$ cat src/ddrci_pkg.sv
// Constants and types of the memory control-input block.
// Assumes one clock domain and an APB master with 32-bit data.
package ddrci_pkg;

  // ****************************************************************
  // Geometry of the 16-bit organisation
  // ****************************************************************
  localparam int unsigned NUM_BANKS  = 4;
  localparam int unsigned BANK_W     = 2;
  localparam int unsigned ROW_W      = 13;
  localparam int unsigned COL_W      = 10;
  localparam int unsigned PAGE_BYTES = 2048;
  localparam int unsigned DQ_W       = 16;
  localparam int unsigned AUTO_CLOSE_BIT = 10;

  // ****************************************************************
  // Extended setup write: bank code and termination fields
  // ****************************************************************
  localparam logic [1:0] EXT_SETUP_BANK = 2'h1;
  localparam int unsigned TERM_FIELD_LO = 2;
  localparam int unsigned TERM_FIELD_HI = 6;
  localparam logic        TERM_EN_RST   = 1'h0;

  // ****************************************************************
  // Register map (byte addresses) and field positions
  // ****************************************************************
  localparam int unsigned APB_AW       = 12;
  localparam logic [11:0] REG_STATUS   = 12'h000;
  localparam logic [11:0] REG_PATTERN  = 12'h004;
  localparam logic [11:0] REG_LAST_CMD = 12'h008;
  localparam logic [11:0] REG_ROW_BASE = 12'h010;
  localparam int unsigned ST_PWR_LO    = 0;
  localparam int unsigned ST_OPEN_LO   = 4;
  localparam int unsigned ST_EXT_TERM  = 8;
  localparam int unsigned ST_TERM_ON   = 9;
  localparam int unsigned LC_BANK_LO   = 16;
  localparam int unsigned LC_CMD_LO    = 20;
  localparam logic [31:0] PATTERN_RST  = 32'h0000_0000;

  // ****************************************************************
  // Types
  // ****************************************************************
  typedef enum logic [1:0] {
    PWR_RUN, PWR_PD_PRE, PWR_PD_ACT, PWR_SELF
  } ddrci_pwr_e;

  typedef enum logic [2:0] {
    CMD_DESEL, CMD_NOP, CMD_ACT, CMD_READ,
    CMD_WRITE, CMD_PRE, CMD_REF, CMD_SETUP
  } ddrci_cmd_e;

  typedef struct packed {
    logic              cke;
    logic              select_n;
    logic              row_strobe_n;
    logic              col_strobe_n;
    logic              write_en_n;
    logic              termination_control;
    logic [BANK_W-1:0] bank_select;
    logic [ROW_W-1:0]  addr;
  } ddrci_pins_s;

  typedef struct packed {
    logic [DQ_W-1:0] dq;
    logic [3:0]      strobe;
    logic [1:0]      mask;
  } ddrci_term_s;

endpackage : ddrci_pkg

$ cat src/ddrci_top.sv
// Control-input logic of a 16-bit double-data-rate memory device.
// Assumes memory pins arrive asynchronously and an APB master on core_clk.
//
// Operation
// - Capture all address and control inputs on the rising clock edge.
// - Read data leaves as two beats per clock, one per crossing.
// - Clock gate high runs clocks, buffers, drivers; low stops them.
// - Gate low enters precharge power-down or self refresh, else active.
// - Gate is sampled on the clock for power-down and refresh entry.
// - Self refresh exits on gate rising alone, needing no other input; here the exit waits for the synchronised gate on core_clk.
// - In power-down only clock and gate input buffers stay enabled.
// - In self refresh only the gate input buffer stays enabled.
// - Commands sampled with device select high are ignored.
// - Device select is decoded with the strobes into the command.
// - Termination control registered high enables on-die termination.
// - Only data, strobe and mask pins are ever terminated.
// - All data bits, both strobe pairs and both masks get termination.
// - Termination control is ignored when the setup write disables it.
// - Four banks, 13-bit row, 10-bit column, 2 KB page, bit 10 flag.
// - Strobes with device select encode the command each edge.
// - Precharge closes the chosen bank, or all banks with bit 10 high.
//
// Our own choices: the APB register port and the placing of the registers.
module ddrci_top
  import ddrci_pkg::*;
#(
  parameter int unsigned NBANK = NUM_BANKS
) (
  input  wire logic              core_clk,
  input  wire logic              rst_n,
  input  wire ddrci_pins_s       pins,
  input  wire logic              psel,
  input  wire logic              penable,
  input  wire logic              pwrite,
  input  wire logic [APB_AW-1:0] paddr,
  input  wire logic [31:0]       pwdata,
  output logic                   pready,
  output logic                   pslverr,
  output logic [31:0]            prdata,
  output logic                   clk_run,
  output logic                   cmd_buf_en,
  output logic                   clk_buf_en,
  output logic                   out_drv_en,
  output ddrci_term_s            term_en,
  output logic                   rd_valid,
  output logic [DQ_W-1:0]        rd_rise,
  output logic [DQ_W-1:0]        rd_fall
);

  // ****************************************************************
  // State
  // ****************************************************************
  typedef struct packed {
    ddrci_pins_s                  s1;
    ddrci_pins_s                  s2;
    logic                         cke_prev;
    ddrci_pwr_e                   pwr;
    logic [NBANK-1:0]             open;
    logic [NBANK-1:0][ROW_W-1:0]  rows;
    logic                         ext_term;
    logic [31:0]                  pattern;
    ddrci_cmd_e                   last_cmd;
    logic [BANK_W-1:0]            last_bank;
    logic [ROW_W-1:0]             last_addr;
    logic                         pready;
    logic                         pslverr;
    logic [31:0]                  prdata;
    logic                         clk_run;
    logic                         cmd_buf;
    logic                         clk_buf;
    logic                         out_drv;
    ddrci_term_s                  term;
    logic                         rd_valid;
    logic [DQ_W-1:0]              rd_rise;
    logic [DQ_W-1:0]              rd_fall;
  } ddrci_state_s;

  // One packed record holds every flop of the block; st_d is its next value.
  ddrci_state_s st_q;
  ddrci_state_s st_d;

  // Register index of an APB address, or -1 when unmapped.
  function automatic int reg_index(input logic [APB_AW-1:0] a);
    int idx;
    idx = -1;
    if (a == REG_STATUS) begin
      idx = 0;
    end else if (a == REG_PATTERN) begin
      idx = 1;
    end else if (a == REG_LAST_CMD) begin
      idx = 2;
    end else if (a >= REG_ROW_BASE &&
                 a < REG_ROW_BASE + APB_AW'(4 * NBANK) &&
                 a[1:0] == 2'h0) begin
      idx = 3 + int'((a - REG_ROW_BASE) >> 2);
    end
    return idx;
  endfunction

  // Command code: device select together with the three strobes.
  function automatic ddrci_cmd_e ddrci_decode(input ddrci_pins_s p);
    ddrci_cmd_e c;
    c = CMD_NOP;
    if (p.select_n) begin
      c = CMD_DESEL;
    end else begin
      unique case ({p.row_strobe_n, p.col_strobe_n, p.write_en_n})
        3'h0: c = CMD_SETUP;
        3'h1: c = CMD_REF;
        3'h2: c = CMD_PRE;
        3'h3: c = CMD_ACT;
        3'h4: c = CMD_WRITE;
        3'h5: c = CMD_READ;
        3'h6: c = CMD_NOP;
        3'h7: c = CMD_NOP;
      endcase
    end
    return c;
  endfunction

  // ****************************************************************
  // Next-state logic
  // ****************************************************************
  always_comb begin
    ddrci_cmd_e        cmd;
    logic              cke;
    logic              fell;
    logic [BANK_W-1:0] bk;
    logic              run;
    logic              term_on;
    int                idx;
    logic [31:0]       rdv;
    st_d    = st_q;
    cmd     = CMD_NOP;
    bk      = st_q.s2.bank_select;
    cke     = st_q.s2.cke;
    fell    = st_q.cke_prev && !cke;
    run     = 1'b0;
    term_on = 1'b0;
    idx     = -1;
    rdv     = 32'h0000_0000;

    // Two-flop synchroniser on every memory pin. The pins come from the
    // controller's domain, so nothing but the second stage is decoded;
    // this costs two cycles of latency on every command and gate change.
    st_d.s1       = pins;
    st_d.s2       = st_q.s1;
    st_d.cke_prev = cke;
    st_d.rd_valid = 1'b0;

    // Gate level handling and power state; gate is sampled each edge.
    unique case (st_q.pwr)
      PWR_RUN: begin
        if (fell) begin
          if (st_q.open != '0) begin
            st_d.pwr = PWR_PD_ACT;
          end else if (ddrci_decode(st_q.s2) == CMD_REF) begin
            st_d.pwr = PWR_SELF;
          end else begin
            st_d.pwr = PWR_PD_PRE;
          end
        end
        run = cke;
      end
      PWR_PD_PRE, PWR_PD_ACT: begin
        if (cke) begin
          st_d.pwr = PWR_RUN;
        end
      end
      PWR_SELF: begin
        // Only the gate is looked at here, nothing else. The exit is taken
        // from the synchronised gate, so it still needs the core clock.
        if (cke) begin
          st_d.pwr = PWR_RUN;
        end
      end
    endcase

    // Command decode only while running; select high masks all.
    if (run) begin
      cmd = ddrci_decode(st_q.s2);
    end
    if (cmd != CMD_DESEL && cmd != CMD_NOP) begin
      st_d.last_cmd  = cmd;
      st_d.last_bank = bk;
      st_d.last_addr = st_q.s2.addr;
    end
    unique case (cmd)
      CMD_ACT: begin
        st_d.open[bk] = 1'b1;
        st_d.rows[bk] = st_q.s2.addr;
      end
      CMD_READ, CMD_WRITE: begin
        if (cmd == CMD_READ) begin
          st_d.rd_valid = 1'b1;
          st_d.rd_rise  = st_q.pattern[DQ_W-1:0];
          st_d.rd_fall  = st_q.pattern[31:DQ_W];
        end
        if (st_q.s2.addr[AUTO_CLOSE_BIT]) begin
          st_d.open[bk] = 1'b0;
        end
      end
      CMD_PRE: begin
        if (st_q.s2.addr[AUTO_CLOSE_BIT]) begin
          st_d.open = '0;
        end else begin
          st_d.open[bk] = 1'b0;
        end
      end
      CMD_SETUP: begin
        if (bk == EXT_SETUP_BANK) begin
          st_d.ext_term = st_q.s2.addr[TERM_FIELD_LO] |
                          st_q.s2.addr[TERM_FIELD_HI];
        end
      end
      default: begin
      end
    endcase

    // Buffer, driver and clock enables follow the power state.
    // The clock buffers stay on in power-down so that exit is seen.
    st_d.clk_run = run;
    st_d.out_drv = run;
    st_d.cmd_buf = run;
    st_d.clk_buf = (st_q.pwr != PWR_SELF);

    // Termination only on data, strobe and mask lanes.
    // Address, command and clock pins are never terminated, in any mode.
    term_on = run && st_q.ext_term &&
              st_q.s2.termination_control;
    st_d.term.dq     = {DQ_W{term_on}};
    st_d.term.strobe = {4{term_on}};
    st_d.term.mask   = {2{term_on}};

    // APB slave: answer in the first access cycle. A write lands at the edge
    // where the master samples pready, never on a setup that is withdrawn.
    st_d.pready  = 1'b0;
    st_d.pslverr = 1'b0;
    if (psel && !penable) begin
      idx = reg_index(paddr);
      unique case (idx)
        -1: rdv = 32'h0000_0000;
        0: begin
          rdv[ST_PWR_LO +: 2]      = st_q.pwr;
          rdv[ST_OPEN_LO +: NBANK] = st_q.open;
          rdv[ST_EXT_TERM]         = st_q.ext_term;
          rdv[ST_TERM_ON]          = st_q.term.mask[0];
        end
        1: rdv = st_q.pattern;
        2: begin
          rdv[ROW_W-1:0]           = st_q.last_addr;
          rdv[LC_BANK_LO +: BANK_W] = st_q.last_bank;
          rdv[LC_CMD_LO +: 3]      = st_q.last_cmd;
        end
        default: rdv[ROW_W-1:0] = st_q.rows[idx-3];
      endcase
      st_d.pready  = 1'b1;
      st_d.pslverr = (idx < 0) || (pwrite && idx != 1);
      st_d.prdata  = pwrite ? 32'h0000_0000 : rdv;
    end
    if (psel && penable && st_q.pready && pwrite &&
        !st_q.pslverr && paddr == REG_PATTERN) begin
      st_d.pattern = pwdata;
    end
  end

  // ****************************************************************
  // State register
  // ****************************************************************
  // Reset parks the device in precharge power-down with the select stages
  // deasserted, so no command can be decoded until the gate is seen high.
  always_ff @(posedge core_clk or negedge rst_n) begin
    if (!rst_n) begin
      st_q          <= '0;
      st_q.s1.cke   <= 1'b0;
      st_q.s1.select_n <= 1'b1;
      st_q.s2.select_n <= 1'b1;
      st_q.pwr      <= PWR_PD_PRE;
      st_q.ext_term <= TERM_EN_RST;
      st_q.pattern  <= PATTERN_RST;
      st_q.last_cmd <= CMD_NOP;
      st_q.clk_buf  <= 1'b1;
    end else begin
      st_q <= st_d;
    end
  end

  // Outputs straight from the state register.
  assign pready     = st_q.pready;
  assign pslverr    = st_q.pslverr;
  assign prdata     = st_q.prdata;
  assign clk_run    = st_q.clk_run;
  assign cmd_buf_en = st_q.cmd_buf;
  assign clk_buf_en = st_q.clk_buf;
  assign out_drv_en = st_q.out_drv;
  assign term_en    = st_q.term;
  assign rd_valid   = st_q.rd_valid;
  assign rd_rise    = st_q.rd_rise;
  assign rd_fall    = st_q.rd_fall;

endmodule : ddrci_top

$ cat config.mk
export PLATFORM = sky130hd
export DESIGN_NAME = ddrci_top
export DESIGN_NICKNAME = d
export VERILOG_FILES = /design/src/ddrci_pkg.sv /design/src/ddrci_top.sv
export SDC_FILE = /design/constraint.sdc
export NUM_CORES = 1
export LEC_CHECK = 0
export ABC_CLOCK_PERIOD_IN_PS = 2800
export BUFFER_PORTS_ARGS = -buffer_cell sky130_fd_sc_hd__buf_2
export CAP_MARGIN = 20
export CORE_ASPECT_RATIO = 1.4
export CORE_MARGIN = 2
export CORE_UTILIZATION = 32
export CTS_CLUSTER_SIZE = 40
export DETAILED_ROUTE_END_ITERATION = 10
export RECOVER_POWER = 50
export SLEW_MARGIN = 20
export SYNTH_ARGS = -nofsm -noshare
export SYNTH_HDL_FRONTEND = slang
export SYNTH_SLANG_ARGS = --single-unit
$ cat constraint.sdc
create_clock -name core_clk -period 2.8 [get_ports core_clk]
set_clock_uncertainty 0.2 [all_clocks]
set_input_delay 0.56 -clock core_clk [delete_from_list [all_inputs] [get_ports core_clk]]
set_output_delay 0.56 -clock core_clk [all_outputs]
set_load 0.01 [all_outputs]
==> key figures, run 1 <==
Placement
  • Placed cells: around 1.3k
  • RD Place Congestion: a little under 0.9
  • DP HPWL: approximately 17 mm
  • Dpl ws: -1739 ps
  • Post-DP Area: around 11000 sq um
  • Input/output buffers: 162

Synth
  • Register bit total from synthesis: ~220
  • Yosys warns: 0
  • Seq/Total Area, Yosys: 0.5558
  • Share of async-settable or async-resettable flops after synthesis: 1.000
  • Post-synth EDFFs: 0
  • Mean Syn Cell Area: 11.98 sq um
  • Top FF cell, synth: dfrtp_1
  • Post-synthesis cell type count: 66
  • Synth Instances: approximately 840
  • Synthesized area: about 10000 sq um
  • Mapped Nets: between 900 and 1k

Timing
  • Final Max Tran Viols: between 60 and 70
  • RSZ-0062 raised after global routing: yes
  • Max Clock Freq: 0.2514 GHz
  • Hold Slack: 66.61 ps
  • Slew headroom: -0.02237
  • Minimum clock period: between 3000 and 4000 ps
  • Final setup TNS: -35820 ps
  • # setup viols final: 33
  • Fin worst setup slack: -1177 ps
  • Fin crit share: 1.420
  • Final Hold Vio Count: 0
  • Measured slew at the worst slew-check pin: ~1500 ps

Final layout
  • NumNets Final: ~1.1k
  • Util after Layout: 0.3992
  • # fillers: about 3k
  • Fin area: 12300 sq um
  • Register Area: ~5600 sq um
  • Non-Filler Instances: 1404
  • Multi-input logic area: approximately 3700 sq um
  • Layout cells sized above 1: 0.3445
  • Area grow syn2layout: 22.93%

Floorplan
  • Die Span Y: about 210 microns
  • Total die area: roughly 33000 sq um
  • # rows: 76
  • Num ports: 163
  • Core Area: 30810 sq um
  • Initial core utilization: 0.3248
  • Die width: around 150 microns

Route
  • DR vias/cell: a little under 5
  • DRC viols: 0
  • Initial DRC count: ~340
  • Via Count: about 7k
  • Final wirelength: between 20 and 25 mm
  • Iteration count of the initial detailed-routing pass: 4
  • Post-DR wirelength/cell: 17.01 microns
  • Routed Antenna Nets: 0

Clock network
  • H-Tree Depth: 1
  • CTS sink cnt: between 200 and 250
  • Clock tree buffer depth: 3
  • Num CTS Buffers: 23
  • Reg clk slew, reported paths: 70 ps
  • Clk_lat worst skew: around 500 ps
  • CTS tree: built
  • CTS root buf: clkbuf_16

Global routing
  • Via count of the first global-routing pass: ~7k
  • First-pass GRT wire length: around 38 mm
  • Grt total ovfl: 0
  • Pin count of the biggest net entering global routing: 64
  • Initial antenna violation count: 1
  • GRT Resource Usage Total: 0.1437

Worst setup path
  • Worst Path Required: a little under 3000 ps
  • CP Capture Type: flop
  • Crit path arrival time: ~4200 ps
  • R2R setup slack: around 190 ps
  • Crit Path Class: primary input to flop
  • Critical path peak fanout: 7
  • Worst setup SP type: primary input

Run status
  • Failing checks: capacitance limit, slew limit, setup timing
  • Status: finished with violations

Power
  • Leak: between 6 and 7 nW
  • Pwr dens: 603.3 nW/um^2
  • Largest vdd supply drop: roughly 0.4 mV
  • Power Total: ~7.4 mW

Worst hold path
  • HP Class: primary input to flop

Run
  • Max Cap Viol: 1
==> kinds of logic after synthesis <==
logic type,share of synthesized area
compound gates,0.07616
simple gates,0.1054
fa+ha+maj,0.01876
xor+xnor,0.001751
mux,0.1504
buf+inv,0.09166
flops,0.5558
==> final timing paths <==
path	depth (start not counted)	startpoint	end
max	17	paddr[5]	prdata[2]
min	2	pwdata[26]	st_q[137]
max reg2reg	7	st_q[201]	st_q[195]
min reg2reg	0	st_d[206]	st_q[206]
max in group asynchronous	3	rst_n	st_d[211]
min in group asynchronous	2	rst_n	rd_fall[8]
==> cell usage after synthesis, drive strengths merged (13+ instances only) <==
master | count | area share
nor2 | 16 | 0.0060
o211ai | 13 | 0.010
nand3 | 20 | 0.011
a22o | 19 | 0.017
dfrtp | 217 | 0.54
mux2i | 39 | 0.039
buf | 103 | 0.077
ha | 15 | 0.019
mux2 | 99 | 0.11
clkbuf | 24 | 0.0090
inv | 15 | 0.0056
nand2 | 128 | 0.048
o21ai | 13 | 0.0065
==> area by class of cell <==
type | instances | share of cell area
inverter | 15 | 0.005391
clock buffer | 29 | 0.05269
timing repair buffer | 264 | 0.1413
multi-input combinational | 471 | 0.2968
clock inverter | 12 | 0.01180
antenna | 1 | 0.0002034
tap | 390 | 0.03967
sequential | 222 | 0.4521
==> timing repair <==
item	4_1_cts	5_1_grt
hold endpoints to repair	77	0
pin swaps	12	6
setup buffers	5	1
resized for setup	22	10
hold buffers	22	0
endpoints found under the setup margin	33	33
cloned	3	0
==> flip-flops by register name (all words and copies together), names as in the netlist <==
signal      count
st_q          130
prdata         32
st_d           22
rd_fall        16
rd_rise        16
clk_buf_en      1
out_drv_en      1
pready          1
pslverr         1
rd_valid        1
term_en         1
==> cell usage in the layout (no fill, tap or decap), types with 7 or more instances in the layout <==
| master | n |
|---|---|
| dfrtp_1 | 217 |
| buf_2 | 154 |
| nand2_1 | 127 |
| buf_4 | 68 |
| mux2_1 | 66 |
| mux2i_1 | 39 |
| mux2_2 | 33 |
| clkbuf_16 | 23 |
| dlygate4sd3_1 | 22 |
| a22o_1 | 19 |
| nor2_1 | 16 |
| nand3_1 | 14 |
| o211ai_1 | 12 |
| ha_1 | 12 |
| inv_1 | 10 |
| o21ai_0 | 10 |
| a222oi_1 | 8 |
| buf_6 | 8 |
| or4_1 | 7 |
| a22oi_1 | 7 |
==> per-layer routing <==
metal / part of all wire / track usage / up-vias / wire (microns)
li1: - / - / 3177 / -
met1: 0.40 / 0.1779 / 3394 / 9640
met2: 0.49 / 0.2480 / 209 / 11800
met3: 0.052 / 0.02151 / 55 / 1239
met4: 0.050 / 0.06675 / 0 / 1203
met5: 0 / 0 / - / 0
==> power breakdown <==
group	total, mW	internal [mW]	switching (mW)	leakage (nW)
clock network	3.15	1.91	1.24	0.383
logic	0.629	0.325	0.304	3.05
registers	3.64	3.46	0.175	2.92
==> critical path, cell delays in order <==
cell,delay (ps)
buf_8,100
inv_4,50
ha_4,120
or3b_4,380
or3_4,380
a21oi_2,140
o21ai_2,70
or4b_4,520
or2_4,260
ha_4,160
or4b_4,490
nor4_4,170
nor2b_1,170
nand4_1,180
buf_6,210
nand3_1,90
o211ai_1,90
(Power assumes the default switching activity.)
==> run 2: changes to the inputs <==
--- a/config.mk
+++ b/config.mk
@@ -6,13 +6,14 @@
 export NUM_CORES = 1
 export LEC_CHECK = 0
 export ABC_CLOCK_PERIOD_IN_PS = 2800
-export BUFFER_PORTS_ARGS = -buffer_cell sky130_fd_sc_hd__buf_2
+export BUFFER_PORTS_ARGS = -buffer_cell sky130_fd_sc_hd__buf_4
 export CAP_MARGIN = 20
 export CORE_ASPECT_RATIO = 1.4
 export CORE_MARGIN = 2
 export CORE_UTILIZATION = 32
 export CTS_CLUSTER_SIZE = 40
 export DETAILED_ROUTE_END_ITERATION = 10
+export HOLD_SLACK_MARGIN = 0.12
 export RECOVER_POWER = 50
 export SLEW_MARGIN = 20
 export SYNTH_ARGS = -nofsm -noshare
==> key figures, run 2 (same netlist as run 1, synthesis figures left out) <==
Route
  • Post-DR wirelength/cell: 17.32 microns (+1.8%)
  • Iteration count of the initial detailed-routing pass: 5 (+1)
  • DR vias/cell: 4.839 (-0.61%)
  • Final wirelength: 24.92 mm (+4.3%)
  • DRC viols: 0 (unchanged)
  • Via Count: 6963 (+1.9%)
  • Routed Antenna Nets: 0 (unchanged)
  • Initial DRC count: 367 (+6.7%)

Timing
  • Final Max Tran Viols: 63 (+3.3%)
  • Measured slew at the worst slew-check pin: 1647 ps (+113.8 ps)
  • Slew headroom: -0.09824 (-0.07586)
  • Minimum clock period: 3975 ps (-2.660 ps)
  • Fin worst setup slack: -1175 ps (+2.660 ps)
  • Max Clock Freq: 0.2516 GHz (about the same)
  • Final Hold Vio Count: 0 (unchanged)
  • Fin crit share: 1.420 (about the same)
  • # setup viols final: 33 (unchanged)
  • RSZ-0062 raised after global routing: yes

Power
  • Gate power share: 0.094 (+0.009)
  • P_int: 5.832 mW (+2.3%)
  • Pwr dens: 579.0 nW/um^2 (-4.0%)
  • Switching pwr: 1.717 mW (-0.18%)
  • Sequential group share of total power: 0.483 (-0.007)
  • Largest vdd supply drop: 0.3932 mV (+0.59%)
  • Clock Power Share: 0.424 (about the same)
  • Switching share of total power: 0.2274 (-0.004324)
  • Leak: 6.568 nW (+3.3%)

Clock network
  • Num CTS Buffers: 23 (unchanged)
  • CTS root buf: clkbuf_16
  • H-Tree Depth: 1 (unchanged)
  • Reg clk slew, reported paths: 60 ps (about the same)
  • Clock tree buffer depth: 3 (unchanged)
  • CTS sink cnt: 222 (unchanged)
  • CTS tree: built
  • Clk_lat worst skew: 510 ps (about the same)

Global routing
  • Initial antenna violation count: 0 (-1)
  • First-pass GRT wire length: 39.50 mm (+4.9%)
  • Pin count of the biggest net entering global routing: 63 (-1.6%)
  • Via count of the first global-routing pass: 7178 (+3.5%)
  • Grt total ovfl: 0 (unchanged)
  • GRT Resource Usage Total: 0.1510 (+0.007309)

Final layout
  • Max reg flops: 130 (unchanged)
  • Layout cells sized above 1: 0.3308 (-0.01373)
  • # fillers: 2903 (-3.1%)
  • Most common cell after layout, fill and taps aside: dfrtp_1
  • NumNets Final: 1118 (+3.3%)
  • Fin area: 13040 sq um (+6.0%)
  • Area grow syn2layout: 30.29%
  • Most flops, register: st_q
  • Non-Filler Instances: 1439 (+2.5%)
  • Most frequent cells in the layout: 217 x dfrtp_1, 205 x buf_4, 128 x nand2_1
  • Antenna cells: 0 (-1)

Worst hold path
  • HP Class: flop to flop

Worst setup path
  • Critical path peak fanout: 7 (unchanged)
  • Worst Setup SP: paddr[5]
  • Crit path arrival time: 4160 ps (about the same)
  • Crit Path Class: primary input to flop
  • Worst Path Required: 2990 ps (+20 ps)
  • CP Capture Type: flop
  • R2R Path End: st_q[175]
  • Reg2reg start: st_q[201]
  • R2R setup slack: 410 ps (+220 ps)
  • Worst setup SP type: primary input
  • R2r worst-path depth: 7 (unchanged)
  • Setup crit end: prdata[2]

Run status
  • Failing checks: capacitance limit, slew limit, setup timing
  • Status: finished with violations

Placement
  • DP HPWL: 17.78 mm (+3.9%)
  • Placed cells: 1338 (+0.45%)
  • Post-DP Area: 11550 sq um (+3.9%)
  • Input/output buffers: 162 (unchanged)
  • RD Place Congestion: 0.8513 (-2.0%)

Floorplan
  • Core Area: 30810 sq um (unchanged)
  • Total die area: 32720 sq um (unchanged)
  • # rows: 76 (unchanged)
  • Die width: 153.4 microns (unchanged)
  • Num ports: 163 (unchanged)
  • Initial core utilization: 0.3248 (unchanged)
  • Die Span Y: 213.2 microns (unchanged)

Run
  • Max Cap Viol: 1 (unchanged)
[run 2: changes by cell type in the layout (fill, tap and decap cells not counted), moves of 2 or more]
cell	previous run	this run
buf_4	68	205
ha_2	0	2
clkbuf_8	5	7
inv_6	0	2
buf_6	8	6
ha_4	3	1
clkinvlp_4	4	1
clkbuf_4	0	24
buf_2	154	0
dlygate4sd3_1	22	55
clkinv_2	5	1
[run 2: per-layer routing]
metal  vias up  wire length, microns  global-route usage
met1      3465                 10180              0.1876
met3        51                  1176             0.02030
met2       218                 12580              0.2657
met4         0                   983             0.06169
met5         -                     0                   0
li1       3229                     -                   -
[run 2: power by group through the flow]
stage	logic, mW	clock network, mW	registers, mW
after detailed placement	0.658	0	3.70
after global placement	0.644	0	3.69
final	0.709	3.20	3.64
after CTS	0.728	3.28	3.64
after global routing	0.785	3.43	3.67
after floorplan	0.375	0	3.63
[run 2: how the worst min path moves through the flow]
stage               startpoint         end  slack (ps)  cells past startpoint
global route         st_d[211]   st_q[211]         150                      0
finish               st_d[214]   st_q[214]         140                      0
global placement     st_d[205]   st_q[205]         130                      0
CTS                       psel      pready         130                      3
detailed placement   st_d[204]   st_q[204]         130                      0
floorplan                rst_n  out_drv_en          60                      0
[run 2: through the flow]
| stage | hold slack, ps | power (mW) | util | setup slack [ps] | TNS (ps) |
|---|---|---|---|---|---|
| global route | 150.6 | 7.886 | 0.4231 | -1337 | -41180 |
| floorplan | 64.41 | 4.003 | - | -1587 | -47910 |
| finish | 144.8 | 7.548 | 0.4231 | -1175 | -35340 |
| CTS | 132.3 | 7.651 | 0.4229 | -1091 | -33890 |
| global placement | 133.1 | 4.330 | 0.3749 | -1603 | -61000 |
| detailed placement | 134.7 | 4.355 | 0.3749 | -1673 | -62380 |
[run 2: area by class of cell]
| cell class | instances | area, sq um | area share |
|---|---|---|---|
| Clock inverter | 6 | 111.4 | 0.008542 |
| Clock buffer | 35 | 690.7 | 0.05298 |
| Multi-Input combinational cell | 471 | 3616 | 0.2774 |
| Inverter | 15 | 68.82 | 0.005279 |
| Tap cell | 390 | 488.0 | 0.03743 |
| Timing Repair Buffer | 300 | 2500 | 0.1918 |
| Sequential cell | 222 | 5562 | 0.4266 |
[run 2: repair_timing]
action,CTS,global route
pin swaps,3,4
resized for setup,14,14
setup endpoints to repair,33,33
hold buffers,55,0
buffers inserted,4,0
gates cloned,3,0
hold endpoints to repair,111,0
[run 2: critical path, stage by stage]
cell      delay [ps]
buf_8            100
inv_6             50
ha_4             120
or3b_4           370
or3_1            370
a21oi_2          150
o21ai_2           80
or4b_4           520
or2_1            230
ha_2             180
or4b_4           490
nor4_4           180
nor2b_2          190
nand4_1          190
buf_6            210
nand3_1           90
o211ai_1          80
==> run 3: changes to the inputs <==
--- a/config.mk
+++ b/config.mk
@@ -9,12 +9,12 @@
 export BUFFER_PORTS_ARGS = -buffer_cell sky130_fd_sc_hd__buf_4
 export CAP_MARGIN = 20
 export CORE_ASPECT_RATIO = 1.4
-export CORE_MARGIN = 2
 export CORE_UTILIZATION = 32
 export CTS_CLUSTER_SIZE = 40
 export DETAILED_ROUTE_END_ITERATION = 10
 export HOLD_SLACK_MARGIN = 0.12
 export RECOVER_POWER = 50
+export SKIP_CTS_REPAIR_TIMING = 1
 export SLEW_MARGIN = 20
 export SYNTH_ARGS = -nofsm -noshare
 export SYNTH_HDL_FRONTEND = slang
==> key figures, run 3 (same netlist as run 1, synthesis figures left out) <==
Route
  • Initial DRC count: 336 (-8.4%)
  • Routed Antenna Nets: 0 (unchanged)
  • Iteration count of the initial detailed-routing pass: 5 (unchanged)
  • DRC viols: 0 (unchanged)
  • Via Count: 6874 (-1.3%)
  • Post-DR wirelength/cell: 16.83 microns (-2.8%)
  • DR vias/cell: 4.797 (-0.86%)
  • Final wirelength: 24.12 mm (-3.2%)
  • Met2 wire len: 12.20 mm (-3.0%)
  • Length of routed met3 wiring: 1.230 mm (+4.6%)
  • Uppermost layer routed: met4
  • Post-Route M1 WL: 9.790 mm (-3.8%)

Final layout
  • Antenna cells: 0 (unchanged)
  • NumNets Final: 1112 (-0.54%)
  • # fillers: 2928 (+0.86%)
  • Layout cells sized above 1: 0.3260 (-0.004808)
  • Most common cell after layout, fill and taps aside: dfrtp_1
  • Max reg flops: 130 (unchanged)
  • Most frequent cells in the layout: 217 x dfrtp_1, 205 x buf_4, 128 x nand2_1
  • Non-Filler Instances: 1433 (-0.42%)
  • Most flops, register: st_q
  • Area grow syn2layout: 29.39%

Timing
  • RSZ-0062 raised after global routing: yes
  • Final Hold Vio Count: 0 (unchanged)
  • # setup viols final: 33 (unchanged)
  • Max Clock Freq: 0.2526 GHz (+0.42%)
  • Final Max Tran Viols: 66 (+4.8%)
  • Measured slew at the worst slew-check pin: 1663 ps (+15.66 ps)
  • Minimum clock period: 3958 ps (-16.54 ps)
  • Final setup TNS: -35800 ps (-458.9 ps)
  • Fin worst setup slack: -1158 ps (+16.54 ps)
  • Slew headroom: -0.1087 (-0.01044)
  • Fin crit share: 1.414 (-0.005907)

Floorplan
  • # rows: 76 (unchanged)
  • Die Span Y: 211.2 microns (-0.94%)
  • Total die area: 31990 sq um (-2.2%)
  • Die width: 151.4 microns (-1.3%)
  • Num ports: 163 (unchanged)
  • Core Area: 30810 sq um (unchanged)
  • Initial core utilization: 0.3248 (unchanged)

Power
  • Pwr dens: 578.5 nW/um^2 (about the same)
  • Largest vdd supply drop: 0.3414 mV (-13%)
  • Leak: 6.537 nW (-0.47%)

Placement
  • DP HPWL: 17.00 mm (-4.4%)
  • Placed cells: 1331 (-0.52%)
  • RD Place Congestion: 0.8406 (-1.3%)
  • Input/output buffers: 162 (unchanged)

Global routing
  • Pin count of the biggest net entering global routing: 66 (+4.8%)
  • First-pass GRT wire length: 36.50 mm (-7.6%)
  • GRT Resource Usage Total: 0.1473 (-0.003704)
  • Grt total ovfl: 0 (unchanged)
  • Initial antenna violation count: 0 (unchanged)
  • Via count of the first global-routing pass: 6663 (-7.2%)

Worst setup path
  • R2R setup slack: 270 ps (-140 ps)
  • Slowest cell on the critical path: or4b_4
  • CP Capture Type: flop
  • Worst path bufs/invs: 4 (+1)
  • Max incr delay on CP: 560 ps (+40 ps)
  • Crit Path Class: primary input to flop
  • Worst setup SP type: primary input
  • Worst Path Required: 2980 ps (about the same)
  • Crit path arrival time: 4140 ps (-20 ps)
  • Worst path cell trace: buf_8, inv_4, ha_4, or3b_4, or3_4, a21oi_2, o21ai_2, or4b_4, buf_4, ha_1, or4b_4, nor4_4, nor2b_2, nand4_1, buf_4, nand3_1, o211ai_1
  • Top Family by Delay on Critical Path: simple AND/OR/NAND/NOR gates
  • Critical path peak fanout: 6 (-1)

Clock network
  • H-Tree Depth: 1 (unchanged)
  • CTS root buf: clkbuf_16
  • Clock tree buffer depth: 3 (unchanged)
  • CTS sink cnt: 222 (unchanged)
  • CTS tree: built
  • Reg clk slew, reported paths: 60 ps (about the same)
  • Clk_lat worst skew: 500 ps (about the same)
  • Num CTS Buffers: 23 (unchanged)

Worst hold path
  • HP Class: flop to flop

Run status
  • Failing checks: capacitance limit, slew limit, setup timing
  • Status: finished with violations

Run
  • Max Cap Viol: 1 (unchanged)
run 3: changes by cell type in the layout (fill, tap and decap cells not counted), moves of 3 or more:
| cell | delta |
|---|---|
| clkbuf_4 | -3 |
| clkinv_2 | +3 |
| nand3_1 | +3 |
| nand3_2 | -3 |
run 3: path summary, 6_finish.rpt:
kind | startpoint | endpoint | depth (start not counted)
min in group asynchronous | rst_n | rd_fall[9] | 2
worst max register to register | st_q[201] | st_q[180] | 7
max in group asynchronous | rst_n | st_q[166] | 3
worst min-delay path | st_d[203] | st_q[203] | 0
worst min register to register | st_d[203] | st_q[203] | 0
worst max-delay path | paddr[5] | prdata[12] | 17
run 3: cell type report:
cell class                 instances  area, sq um  area share
tap                              390        488.0     0.03769
sequential                       222         5562      0.4296
clock buffer                      32        659.4     0.05093
multi-input combinational        471         3601      0.2781
clock inverter                     9        125.1    0.009665
inverter                          15        66.31    0.005122
timing repair buffer             294         2445      0.1888
run 3: per-stage QoR:
stage	util	setup slack [ps]	hold WS [ps]	power [mW]	cell area (sq um)
2_1_floorplan	-	-1587	64.41	4.003	10070
3_3_place_gp	0.3740	-1654	132.7	4.329	11520
3_5_place_dp	0.3740	-1731	135.8	4.351	11520
4_1_cts	0.3995	-1219	-191.7	7.526	12310
5_1_grt	0.4202	-1360	144.9	7.824	12950
6_report	0.4202	-1158	145.9	7.490	12950
run 3: where the power goes:
part	internal (mW)	switching, mW	leakage (nW)
sequential	3.46	0.184	2.92
combinational	0.392	0.305	3.24
clock	1.92	1.23	0.382
run 3: layer usage:
metal | global-route usage | vias to the layer above
met2 | 0.2548 | 192
met4 | 0.05586 | 0
met3 | 0.02138 | 46
met5 | 0 | -
met1 | 0.1831 | 3412
li1 | - | 3224
